==> src/common/ffp_pkg.sv <==
/*
  Constants and types shared by the four-phase fetch/execute pipeline
  controller: phase encodings, oscillator selection codes, reset vector,
  instruction-class encodings and field layouts.
  Assumes nothing of its surroundings.
*/
package ffp_pkg;

  // ===========================================================
  // widths and vectors
  localparam int PC_W = 13;
  localparam int INSTR_W = 16;
  localparam int DATA_W = 8;
  localparam logic [12:0] RESET_VECTOR = 13'h0000;
  localparam logic [7:0] ACC_RESET = 8'h00;
  localparam logic [7:0] STATUS_RESET = 8'h00;

  // ===========================================================
  // oscillator sources
  typedef enum logic [1:0] {
    FFP_SRC_EXT_FAST = 2'b00,
    FFP_SRC_EXT_SLOW = 2'b01,
    FFP_SRC_INT_FAST = 2'b10,
    FFP_SRC_INT_SLOW = 2'b11
  } ffp_src_t;

  // ===========================================================
  // instruction phases
  typedef enum logic [1:0] {
    FFP_PH1 = 2'b00,
    FFP_PH2 = 2'b01,
    FFP_PH3 = 2'b10,
    FFP_PH4 = 2'b11
  } ffp_phase_t;

  // ===========================================================
  // sequencer states
  typedef enum logic [1:0] {
    FFP_ST_NORMAL = 2'b00,
    FFP_ST_EXT2 = 2'b01,
    FFP_ST_BRANCH = 2'b10,
    FFP_ST_DUMMY = 2'b11
  } ffp_state_t;

  // ===========================================================
  // instruction word fields: [15:12] opcode class, [11:8] alu op,
  // [7:0] immediate; jumps use [12:0] as target with class 4'h8/4'h9
  localparam int OPC_HI = 15;
  localparam int OPC_LO = 12;
  localparam int ALU_HI = 11;
  localparam int ALU_LO = 8;
  localparam logic [3:0] OPC_NOP = 4'h0;
  localparam logic [3:0] OPC_ALU = 4'h1;
  localparam logic [3:0] OPC_ALU_EXT = 4'h2;
  localparam logic [3:0] OPC_SKIP_Z = 4'h3;
  localparam logic [3:0] OPC_SKIP_NZ = 4'h4;
  localparam logic [3:0] OPC_JUMP = 4'h8;
  localparam logic [3:0] OPC_CALL = 4'h9;

  // alu operations
  localparam logic [3:0] ALU_MOV = 4'h0;
  localparam logic [3:0] ALU_ADD = 4'h1;
  localparam logic [3:0] ALU_SUB = 4'h2;
  localparam logic [3:0] ALU_AND = 4'h3;
  localparam logic [3:0] ALU_OR = 4'h4;
  localparam logic [3:0] ALU_XOR = 4'h5;
  localparam logic [3:0] ALU_CPL = 4'h6;
  localparam logic [3:0] ALU_RR = 4'h7;
  localparam logic [3:0] ALU_RL = 4'h8;
  localparam logic [3:0] ALU_INC = 4'h9;
  localparam logic [3:0] ALU_DEC = 4'hA;

  // clock divider: phase advances once per divided tick
  localparam logic [7:0] DIV_EXT_FAST = 8'h00;
  localparam logic [7:0] DIV_EXT_SLOW = 8'h07;
  localparam logic [7:0] DIV_INT_FAST = 8'h01;
  localparam logic [7:0] DIV_INT_SLOW = 8'h0F;

endpackage

==> src/verilog/ffp_pipeline.sv <==
/*
  Four-phase fetch/execute pipeline controller with an 8-bit ALU and
  accumulator. Fetches instruction words from program memory in phase 1
  of each instruction cycle except the second cycle of an extended instruction, while the previous word executes.
  Assumes program memory returns the word for prog_addr combinationally
  (valid in the same mclk cycle as prog_rd); no register bus.
*/
// Behaviour
// - four non-overlapping phases from system clock
// - pc increments and fetches in phase one
// - phases two to four decode and execute
// - four phases form one instruction cycle
// - next fetch overlaps current execution
// - standard one cycle, extended two cycles
// - branches take one extra cycle
// - single 8-bit ALU for all operations
// - data moves through accumulator and ALU
// - phase clock from one of four sources
// - taken skip discards prefetch, inserts dummy
// - fetching restarts at address zero after reset
`timescale 1ns/1ns
`default_nettype none
module ffp_pipeline
  import ffp_pkg::*;
(
  input wire logic mclk,
  input wire logic rst,
  input wire logic [1:0] osc_select,
  output logic [PC_W-1:0] prog_addr,
  output logic prog_rd,
  input wire logic [INSTR_W-1:0] prog_data,
  output logic [3:0] instruction_phase_clocks,
  output logic cycle_start,
  output logic [PC_W-1:0] pc,
  output logic [DATA_W-1:0] acc,
  output logic zero_flag,
  output logic carry_flag,
  output logic [1:0] seq_state,
  output logic exec_valid
);

  // ===========================================================
  // state
  typedef struct packed {
    logic [7:0] div_cnt;
    ffp_phase_t phase;
    ffp_state_t state;
    logic [PC_W-1:0] pc;
    logic [INSTR_W-1:0] fetched;
    logic fetched_valid;
    logic [INSTR_W-1:0] exec_ir;
    logic exec_valid;
    logic [DATA_W-1:0] acc;
    logic zf;
    logic cf;
    logic [3:0] phase_oh;
    logic cyc_start;
  } ffp_regs_t;

  ffp_regs_t r;
  ffp_regs_t next_r;

  logic [7:0] div_limit;
  logic tick;
  logic [3:0] opc;
  logic [3:0] aop;
  logic [DATA_W-1:0] imm;
  logic [DATA_W:0] alu_res;
  logic is_branch;
  logic is_ext;
  logic skip_taken;

  // ===========================================================
  // source selection and divider
  always_comb begin
    unique case (ffp_src_t'(osc_select))
      FFP_SRC_EXT_FAST: div_limit = DIV_EXT_FAST;
      FFP_SRC_EXT_SLOW: div_limit = DIV_EXT_SLOW;
      FFP_SRC_INT_FAST: div_limit = DIV_INT_FAST;
      FFP_SRC_INT_SLOW: div_limit = DIV_INT_SLOW;
    endcase
  end
  assign tick = (r.div_cnt >= div_limit);

  // ===========================================================
  // decode of the instruction in execution
  assign opc = r.exec_ir[OPC_HI:OPC_LO];
  assign aop = r.exec_ir[ALU_HI:ALU_LO];
  assign imm = r.exec_ir[DATA_W-1:0];
  assign is_branch = r.exec_valid && (opc == OPC_JUMP || opc == OPC_CALL);
  assign is_ext = r.exec_valid && (opc == OPC_ALU_EXT);
  assign skip_taken = r.exec_valid &&
    ((opc == OPC_SKIP_Z && r.zf) || (opc == OPC_SKIP_NZ && !r.zf));

  // single ALU, every result lands in the accumulator
  always_comb begin
    unique case (aop)
      ALU_MOV: alu_res = {1'b0, imm};
      ALU_ADD: alu_res = {1'b0, r.acc} + {1'b0, imm};
      ALU_SUB: alu_res = {1'b0, r.acc} - {1'b0, imm};
      ALU_AND: alu_res = {1'b0, r.acc & imm};
      ALU_OR: alu_res = {1'b0, r.acc | imm};
      ALU_XOR: alu_res = {1'b0, r.acc ^ imm};
      ALU_CPL: alu_res = {1'b0, ~r.acc};
      ALU_RR: alu_res = {r.acc[0], r.acc[0], r.acc[DATA_W-1:1]};
      ALU_RL: alu_res = {r.acc[DATA_W-1], r.acc[DATA_W-2:0],
                         r.acc[DATA_W-1]};
      ALU_INC: alu_res = {1'b0, r.acc} + 9'h001;
      ALU_DEC: alu_res = {1'b0, r.acc} - 9'h001;
      default: alu_res = {1'b0, r.acc};
    endcase
  end

  // ===========================================================
  // sequencer
  always_comb begin
    next_r = r;
    next_r.cyc_start = 1'b0;
    if (tick) begin
      next_r.div_cnt = 8'h00;
      next_r.phase = ffp_phase_t'(r.phase + 2'b01);
      next_r.phase_oh = {r.phase_oh[2:0], r.phase_oh[3]};
      unique case (r.phase)
        FFP_PH1: begin
          // fetch overlaps execution of exec_ir in phases 2-4
          // held during the second extended cycle: the word already
          // prefetched has not been executed yet and must survive
          if (r.state != FFP_ST_EXT2) begin
            next_r.fetched = prog_data;
            next_r.fetched_valid = 1'b1;
            next_r.pc = r.pc + 13'h0001;
          end
        end
        FFP_PH2, FFP_PH3: begin
          // decode window, no state change
        end
        FFP_PH4: begin
          // end of instruction cycle
          next_r.cyc_start = 1'b1;
          unique case (r.state)
            FFP_ST_NORMAL: begin
              if (r.exec_valid && (opc == OPC_ALU || is_ext)) begin
                next_r.acc = alu_res[DATA_W-1:0];
                next_r.cf = alu_res[DATA_W];
                next_r.zf = (alu_res[DATA_W-1:0] == 8'h00);
              end
              if (is_branch) begin
                // first cycle obtains target
                next_r.state = FFP_ST_BRANCH;
                next_r.exec_valid = 1'b0;
                next_r.pc = r.exec_ir[PC_W-1:0];
                next_r.fetched_valid = 1'b0;
              end else if (is_ext) begin
                next_r.state = FFP_ST_EXT2;
                next_r.exec_valid = 1'b0;
              end else if (skip_taken) begin
                // prefetched word is thrown away
                next_r.state = FFP_ST_DUMMY;
                next_r.exec_valid = 1'b0;
              end else begin
                next_r.exec_ir = r.fetched;
                next_r.exec_valid = r.fetched_valid;
              end
            end
            FFP_ST_EXT2: begin
              // second cycle of an extended instruction
              next_r.state = FFP_ST_NORMAL;
              next_r.exec_ir = r.fetched;
              next_r.exec_valid = r.fetched_valid;
            end
            FFP_ST_BRANCH: begin
              // target word was fetched in this cycle; run it next
              next_r.exec_ir = r.fetched;
              next_r.exec_valid = r.fetched_valid;
              next_r.state = FFP_ST_NORMAL;
            end
            FFP_ST_DUMMY: begin
              // dummy cycle done, fetched word is the correct one
              next_r.exec_ir = r.fetched;
              next_r.exec_valid = r.fetched_valid;
              next_r.state = FFP_ST_NORMAL;
            end
          endcase
        end
      endcase
    end else begin
      next_r.div_cnt = r.div_cnt + 8'h01;
    end
  end

  always_ff @(posedge mclk) begin
    if (rst) begin
      r.div_cnt <= 8'h00;
      r.phase <= FFP_PH1;
      r.phase_oh <= 4'h1;
      r.state <= FFP_ST_NORMAL;
      r.pc <= RESET_VECTOR;
      r.fetched <= 16'h0000;
      r.fetched_valid <= 1'b0;
      r.exec_ir <= 16'h0000;
      r.exec_valid <= 1'b0;
      r.acc <= ACC_RESET;
      r.zf <= 1'b0;
      r.cf <= 1'b0;
      r.cyc_start <= 1'b0;
    end else begin
      r <= next_r;
    end
  end

  // ===========================================================
  // outputs
  assign prog_addr = r.pc;
  assign prog_rd = (r.phase == FFP_PH1) && tick && !rst &&
    (r.state != FFP_ST_EXT2);
  assign instruction_phase_clocks = r.phase_oh;
  assign cycle_start = r.cyc_start;
  assign pc = r.pc;
  assign acc = r.acc;
  assign zero_flag = r.zf;
  assign carry_flag = r.cf;
  assign seq_state = r.state;
  assign exec_valid = r.exec_valid;

endmodule
`default_nettype wire

==> config.mk <==
export PLATFORM = sky130hd
export DESIGN_NAME = ffp_pipeline
export DESIGN_NICKNAME = d
export VERILOG_FILES = /design/src/common/ffp_pkg.sv /design/src/verilog/ffp_pipeline.sv
export SDC_FILE = /design/constraint.sdc
export NUM_CORES = 1
export LEC_CHECK = 0
export BUFFER_PORTS_ARGS = -buffer_cell sky130_fd_sc_hd__buf_4
export CORE_MARGIN = 1
export CORE_UTILIZATION = 45
export DETAILED_ROUTE_END_ITERATION = 6
export PLACE_DENSITY = 0.74
export RECOVER_POWER = 50
export SYNTH_ARGS = -nofsm -noshare
export SYNTH_HDL_FRONTEND = slang
export SYNTH_SLANG_ARGS = --single-unit
==> constraint.sdc <==
create_clock -name mclk -period 3.4 [get_ports mclk]
set_clock_uncertainty 0.1 [all_clocks]
set_input_delay 0.34 -clock mclk [delete_from_list [all_inputs] [get_ports mclk]]
set_output_delay 0.34 -clock mclk [all_outputs]
set_load 0.005 [all_outputs]
==> results of run 1 <==
[logic make-up after synthesis]
kind of cell | synth area share [%]
AO/OA/AOI/OAI | 21.2
flip-flops | 28.6
AND/OR/NAND/NOR | 20.3
adder cells (fa/ha/maj) | 8.57
XOR/XNOR | 2.88
multiplexers | 6.90
other | 0.0725
buffers and inverters | 11.4
[registers in the layout (all words and copies together) (netlist names)]
signal	count
acc	8
aop	4
carry_flag	1
cycle_start	1
exec_valid	1
imm	8
instruction_phase_clocks	4
opc	4
pc	13
r	27
seq_state	2
zero_flag	1
[Yosys cell counts (9+ instances only)]
cell type,number
a211oi_1,9
a21o_1,9
a21oi_1,53
buf_4,45
clkbuf_1,21
dfxtp_1,74
ha_1,33
inv_1,28
mux2i_1,24
nand2_1,79
nand2b_1,9
nand3_1,14
nor2_1,61
nor3_1,11
o21ai_0,23
xnor2_1,13
[repair_timing]
item / CTS / global route
setup endpoints to repair: 2 / 4
buffers inserted: 1 / 1
hold endpoints to repair: 0 / 0
resized for setup: 2 / 14
hold buffers: 0 / 0
pin swaps: 2 / 2
[routing by layer]
| metal | up-vias | track usage (%) | wire length, µm |
|---|---|---|---|
| met4 | 0 | 11.2 | 425 |
| met1 | 2249 | 29.7 | 5740 |
| li1 | 2330 | - | - |
| met3 | 37 | 4.84 | 832 |
| met2 | 177 | 40.8 | 6650 |
| met5 | - | 0 | 0 |
[cell type report]
type                       instances  share of cell area, %
multi-input combinational        471                   52.7
sequential                        74                   24.9
timing repair buffer              97                   12.2
clock buffer                       9                   3.77
tap                              140                   2.93
inverter                          30                   1.88
clock inverter                     7                   1.65
[worst max-delay path, cell delays in order, from the launching register on]
cell and delay (ps):
dfxtp_2 330, inv_2 50, ha_4 230, o21bai_1 140, a222oi_1 270, buf_4 180
fa_2 430, maj3_2 320, nor2_1 90, o211ai_1 110, a221o_1 330, a2111oi_2 200
o2111ai_1 190, o31ai_2 220
[stage by stage]
stage | setup TNS (ps) | power (mW) | hold WS, ps | cell area, µm²
floorplan | 0 | 1.25 | 330 | 5190
finish | 0 | 2.39 | 153 | 5970
CTS | 0 | 2.40 | 143 | 5930
global placement | 0 | 1.35 | 345 | 5600
detailed placement | -154 | 1.36 | 351 | 5600
global route | -24.5 | 2.50 | 148 | 5970
[report_power, final]
part,internal [mW],switching (mW)
combinational,0.179,0.220
clock,0.649,0.387
sequential,0.912,0.0386
[placed cells by master, fill, tap and decap left out, types with 13 or more instances in the layout]
master / count
ha_1: 31
xnor2_1: 13
dfxtp_1: 70
mux2i_1: 24
o21ai_0: 23
a21oi_1: 54
clkbuf_4: 43
nor2_1: 61
buf_4: 50
nand3_1: 13
inv_1: 26
nand2_1: 79
[path summary, 6_finish.rpt]
| path | start | to | slack, ps | cells past startpoint |
|---|---|---|---|---|
| setup / recovery | imm[0]$_SDFFE_PP0P_ | zero_flag$_SDFFE_PP0P_ | 120 | 13 |
| hold reg to reg | r[46]$_SDFFE_PP0P_ | r[46]$_SDFFE_PP0P_ | 360 | 2 |
| hold / removal | prog_data[7] | r[40]$_SDFFE_PP0P_ | 150 | 3 |
| setup reg to reg | imm[0]$_SDFFE_PP0P_ | zero_flag$_SDFFE_PP0P_ | 120 | 13 |
==> qor.csv, run 1 <==
metric,value,unit
setup_ws,118,ps
crit_required,3550,ps
drive_gt1_share,21.2,%
antenna_cells,0,
relSlewSlack,24.3,%
synth_edf_count,0,
die_w,109,µm
cts_buffers,9,
htree_num_levels,3,
area_growth_syn_to_layout,15.5,%
finalCriticalPeriod,3280,ps
vias,4793,
drc,0,
seq_area,1490,µm²
slew_violations,0,
clock_latency,340,ps
row_count,38,
num-fill-cells,995,
period_share,96.5,%
synth_top_area_share,28.6,%
cap_viol_max_count,0,
cts_max_path_buffers,2,
yosysUniqueCellTypes,79,
clk_pin_slew,60,ps
gp_congestion,0.966,
path_class,reg2reg,
drt_iter0_drc,280,
root_buffer,clkbuf_16,
clkSinkCount,74,
max_freq,305,MHz
wire_per_inst,16.5,µm
via_per_inst,5.79,
post-dp-hpwl,10100,µm
critical_path.max_fanout,2,
grt.total_usage,24.3,%
finalCoreUtilization,54.2,%
fp.dieH,109,µm
critical_path_arrival,3430,ps
p_per_area,399,nW/µm²
synthesis.area,5170,µm²
grt_max_degree,70,
core_area,11000,µm²
grt_overflow,0,
power_leakage,2.54,nW
io_pins,65,
run_status,finished clean,
synth-async-reset-ratio,0,%
synth_ff_type,dfxtp_1,
drtAntennaViolNets,0,
grt_pass1_wl,22400,µm
fin_cells,828,
grt_pass1_vias,4575,
rsz0062_at_grt,true,
cts_tree,done,
yosysWarnings,0,
io_buffer_count,64,
yosys.area.top_type,dfxtp_1,
synth_area_per_cell,7.98,µm²
worst_pin_slew,1130,ps
ys_seq_area_share,28.6,%
synthTopCellsByArea,"dfxtp_1 (29%), ha_1 (8.0%), buf_4 (6.5%)",
setup_viol,0,
firstDrtPassIters,5,
multi_input_area,3150,µm²
end_kind,flip-flop,
die_area,11900,µm²
synth-seq-cells,74,
nets,737,
post-place-ws,-153,ps
antenna_found_initial,0,
hold_viol,0,
drt-total-wl,13600,µm
start_kind,flip-flop,
postSynthCellCount,648,
initial_core_util,46.9,%
min_path_type,in2reg,
vdd_drop_max,0.000288,V
dp.cells,810,
Note: power is estimated with default switching activity, not from simulation.
==> run 2, diff against run 1 <==
--- a/config.mk
+++ b/config.mk
@@ -7,10 +7,11 @@
 export LEC_CHECK = 0
 export BUFFER_PORTS_ARGS = -buffer_cell sky130_fd_sc_hd__buf_4
 export CORE_MARGIN = 1
-export CORE_UTILIZATION = 45
+export CORE_UTILIZATION = 53
 export DETAILED_ROUTE_END_ITERATION = 6
-export PLACE_DENSITY = 0.74
+export PLACE_DENSITY = 0.84
 export RECOVER_POWER = 50
+export SKIP_LAST_GASP = 1
 export SYNTH_ARGS = -nofsm -noshare
 export SYNTH_HDL_FRONTEND = slang
 export SYNTH_SLANG_ARGS = --single-unit
==> qor.csv, run 2 (synthesized netlist as in run 1, its figures left out) <==
metric,value,unit
area_growth_syn_to_layout,12.0,%
run_status,finished clean,
vdd_drop_max,0.000270,V
hold_viol,0,
clk_pin_slew,90,ps
finalCriticalPeriod,3370,ps
crit_family,compound AO/OA/AOI/OAI gates,
cts_tree,done,
gp_congestion,0.975,
reg.largest.list,"r x27, pc x13",
power_leakage,2.45,nW
critical_path.max_fanout,2,
io_buffer_count,64,
clock_latency,350,ps
start_kind,flip-flop,
setup_ws,33.1,ps
relSlewSlack,24.5,%
htree_num_levels,3,
layout_commonest_cell,nand2_1,
grt_max_degree,70,
grt.total_usage,27.6,%
die_w,101,µm
antenna_found_initial,0,
largest_reg_flops,27,
via_per_inst,5.96,
post-dp-hpwl,9880,µm
layout_common_cells,"nand2_1 (79), dfxtp_1 (72), nor2_1 (61)",
post-place-ws,-38.3,ps
drtAntennaViolNets,0,
firstDrtPassIters,5,
slew_violations,0,
p_per_area,357,nW/µm²
drc,0,
end_kind,flip-flop,
regMostFlops,r,
num-fill-cells,785,
whs,135,ps
crit_required,3570,ps
grt_pass1_vias,4518,
cap_viol_max_count,0,
vias,4848,
fin_cells,813,
drt-total-wl,13600,µm
root_buffer,clkbuf_8,
clkSinkCount,74,
path_class,reg2reg,
critical_path_arrival,3540,ps
grt_pass1_wl,22000,µm
drt_iter0_drc,309,
setup_viol,0,
wire_per_inst,16.8,µm
io_pins,65,
period_share,99.0,%
initial_core_util,55.4,%
worst_pin_slew,1130,ps
grt_overflow,0,
max_freq,297,MHz
die_area,10200,µm²
cts_buffers,9,
rsz0062_at_grt,true,
antenna_cells,0,
cts_max_path_buffers,2,
drive_gt1_share,19.6,%
path_cells,inv_1 -> ha_1 -> o21bai_1 -> a222oi_1 -> buf_4 -> fa_1 -> maj3_1 -> nor2_1 -> o211ai_1 -> a221o_1 -> a2111oi_4 -> o2111ai_2 -> o31ai_2,
row_count,35,
dp.cells,796,
min_path_type,in2reg,
cpPeakStageDelay,410,ps
path_buf_inv,2,
fp.dieH,101,µm
core_area,9330,µm²
nets,733,
cp_slowest_cell,fa_1,
fin_tns_setup,0,ps
==> run 2: path summary, 6_finish.rpt <==
| kind | from | to | slack (ps) | depth (start not counted) |
|---|---|---|---|---|
| min reg2reg | r[45]$_SDFFE_PP0P_ | r[45]$_SDFFE_PP0P_ | 360 | 2 |
| max reg2reg | imm[0]$_SDFFE_PP0P_ | zero_flag$_SDFFE_PP0P_ | 30 | 13 |
| max | imm[0]$_SDFFE_PP0P_ | zero_flag$_SDFFE_PP0P_ | 30 | 13 |
| min | prog_data[5] | r[38]$_SDFFE_PP0P_ | 130 | 3 |
==> run 2: layer usage <==
layer	part of all wire [%]	routed length, µm	track usage (%)	up-vias
li1	-	-	-	2305
met1	42	5790	35.7	2259
met2	47	6460	45.4	239
met3	6.8	930	4.65	45
met4	3.3	447	12.2	0
met5	0	0	0	-
==> run 2: what timing repair did <==
item | CTS | global route
pin swaps | 1 | 1
hold buffers | 0 | 0
setup buffers | 1 | 0
endpoints found under the setup margin | 1 | 4
resized for setup | 0 | 7
==> run 2: layout make-up <==
cell class	count	area (µm²)	area share (%)
sequential	74	1480	25.6
inverter	30	113	1.94
clock inverter	5	62.6	1.08
multi-input combinational	471	3130	54.1
timing repair buffer	93	698	12.1
tap	129	161	2.79
clock buffer	11	141	2.44
==> run 2: worst min-delay path, cell delays in order <==
cell and delay (ps):
buf_4 110, nand2_1 40, a21oi_1 50
==> run 2: stage by stage <==
step | util, % | cell area (µm²) | total power [mW]
final | 62.1 | 5790 | 2.07
after global routing | 62.1 | 5790 | 2.17
after CTS | 61.8 | 5760 | 2.07
after detailed placement | 59.5 | 5550 | 1.36
after global placement | 59.5 | 5550 | 1.34
after floorplan | - | 5190 | 1.25
==> run 2: power by group <==
part	internal, mW	total (mW)	leakage [nW]	switching, mW
combinational	0.177	0.397	1.75	0.220
clock	0.364	0.722	0.0962	0.358
sequential	0.910	0.952	0.604	0.0415
total	1.45	2.07	2.45	0.619
==> run 3, diff against run 2 <==
--- a/config.mk
+++ b/config.mk
@@ -7,9 +7,10 @@
 export LEC_CHECK = 0
 export BUFFER_PORTS_ARGS = -buffer_cell sky130_fd_sc_hd__buf_4
 export CORE_MARGIN = 1
-export CORE_UTILIZATION = 53
+export CORE_UTILIZATION = 35
+export CTS_CLUSTER_SIZE = 25
 export DETAILED_ROUTE_END_ITERATION = 6
-export PLACE_DENSITY = 0.84
+export PLACE_DENSITY = 0.62
 export RECOVER_POWER = 50
 export SKIP_LAST_GASP = 1
 export SYNTH_ARGS = -nofsm -noshare
==> qor.csv, run 3 (synthesized netlist as in run 1, its figures left out) <==
metric,value,unit
run_status,finished clean,
htree_num_levels,3,
area_growth_syn_to_layout,15.0,%
post-dp-hpwl,10500,µm
firstDrtPassIters,5,
fin_tns_setup,0,ps
wire_per_inst,16.5,µm
r2r_slack,30,ps
cap_viol_max_count,0,
drive_gt1_share,19.5,%
root_buffer,clkbuf_16,
combPwrFrac,17.8,%
via_per_inst,5.47,
clkSinkCount,74,
drt-total-wl,14400,µm
grt_max_degree,70,
power_leakage,2.50,nW
period_share,99.1,%
rr_worst_depth,13,
cts_max_path_buffers,2,
min_path_type,in2reg,
slew_violations,0,
vdd_drop_max,0.000297,V
reg2reg_to,zero_flag$_SDFFE_PP0P_,
max_freq,297,MHz
path_cells,inv_1 -> ha_1 -> o21bai_1 -> a222oi_1 -> buf_4 -> fa_1 -> maj3_1 -> nor2_1 -> o211ai_1 -> a221o_1 -> a2111oi_4 -> o2111ai_2 -> o31ai_2,
crit_family,compound AO/OA/AOI/OAI gates,
fin_total_pwr,2.23,mW
crit_required,3560,ps
largest_reg_flops,27,
layout_commonest_cell,nand2_1,
path_class,reg2reg,
whs_path_depth,3,
worst_pin_slew,1160,ps
p_switching,0.629,mW
end_kind,flip-flop,
worstHoldStart,prog_data[9],
critical_path.max_fanout,2,
p_per_area,375,nW/µm²
cts_hold_buf,0,
regMostFlops,r,
antenna_found_initial,0,
drc,0,
die_w,124,µm
drtAntennaViolNets,0,
core_area,14500,µm²
grt.total_usage,19.8,%
clk_pin_slew,60,ps
vias,4765,
die_area,15300,µm²
gp_congestion,0.876,
relSlewSlack,22.2,%
finalCriticalPeriod,3370,ps
r2r-start,imm[0]$_SDFFE_PP0P_,
pwr-share-clk,39.6,%
grt_pass1_vias,4449,
row_count,44,
hold_end,r[42]$_SDFFE_PP0P_,
pwr-share-seq,42.6,%
hold_viol,0,
io_pins,65,
start_kind,flip-flop,
cts_tree,done,
cp_slowest_cell,fa_1,
reg.largest.list,"r x27, pc x13",
fp.dieH,124,µm
setup_viol,0,
num-fill-cells,1454,
clock_latency,340,ps
grt_pass1_wl,23100,µm
drt_iter0_drc,277,
nets,737,
layout_common_cells,"nand2_1 (79), dfxtp_1 (71), nor2_1 (61)",
initial_core_util,35.7,%
internal_power,1.60,mW
antenna_cells,0,
critical_path_arrival,3530,ps
cts_buffers,9,
rsz0062_at_grt,true,
path_buf_inv,2,
cpPeakStageDelay,410,ps
io_buffer_count,64,
grt_overflow,0,
netSwitchingFraction,28.2,%
## run 3: per-layer routing
| layer | global-route usage (%) | share of wire [%] |
|---|---|---|
| met4 | 8.89 | 2.9 |
| met1 | 25.6 | 45 |
| met3 | 3.74 | 5.5 |
| met2 | 31.7 | 47 |
| met5 | 0 | 0 |
## run 3: cell type report
class | instances | area [µm²] | area share [%]
Sequential cell | 74 | 1490 | 25.0
Timing Repair Buffer | 97 | 709 | 11.9
Tap cell | 184 | 230 | 3.87
Multi-Input combinational cell | 471 | 3140 | 52.8
Clock buffer | 12 | 246 | 4.14
Clock inverter | 3 | 25.0 | 0.421
Inverter | 30 | 113 | 1.89
## run 3: worst reg2reg max path: cells and delay by family, from the launching register on
family / cells / cell delay, ps
and+or+nand+nor: 1 / 90
buffers and inverters: 2 / 230
DFF: 1 / 320
AOI/OAI and AO/OA: 7 / 1510
adders and majority gates: 3 / 1060
## run 3: repair_timing
action / CTS / global route
gates resized for setup: 0 / 9
setup endpoints to repair: 2 / 2
pin swaps: 2 / 7
buffers inserted: 1 / 2
## run 3: worst max path at each step
stage	to	cells past startpoint	start
3_5_place_dp	zero_flag$_SDFFE_PP0P_	12	imm[0]$_SDFFE_PP0P_
2_1_floorplan	zero_flag$_SDFFE_PP0P_	14	aop[3]$_SDFFE_PP0P_
3_3_place_gp	zero_flag$_SDFFE_PP0P_	12	imm[0]$_SDFFE_PP0P_
5_1_grt	zero_flag$_SDFFE_PP0P_	13	imm[0]$_SDFFE_PP0P_
4_1_cts	zero_flag$_SDFFE_PP0P_	13	imm[0]$_SDFFE_PP0P_
6_report	zero_flag$_SDFFE_PP0P_	13	imm[0]$_SDFFE_PP0P_
## run 3: through the flow
stage	instances	util, %	worst slack (ps)	hold slack [ps]	cell area, µm²
2_1_floorplan	650	-	31.7	330	5190
3_3_place_gp	853	38.9	-11.7	345	5640
3_5_place_dp	853	38.9	-75.4	347	5640
4_1_cts	869	40.8	-0.00777	138	5910
5_1_grt	871	41.1	-179	154	5950
6_report	871	41.1	29.2	146	5950
## run 3: power groups by stage
stage | logic, mW | clock network (mW) | registers, mW
after floorplan | 0.296 | 0 | 0.957
after global placement | 0.384 | 0 | 0.968
after detailed placement | 0.390 | 0 | 0.970
after CTS | 0.393 | 0.912 | 0.951
after global routing | 0.441 | 0.943 | 0.957
final | 0.396 | 0.884 | 0.951
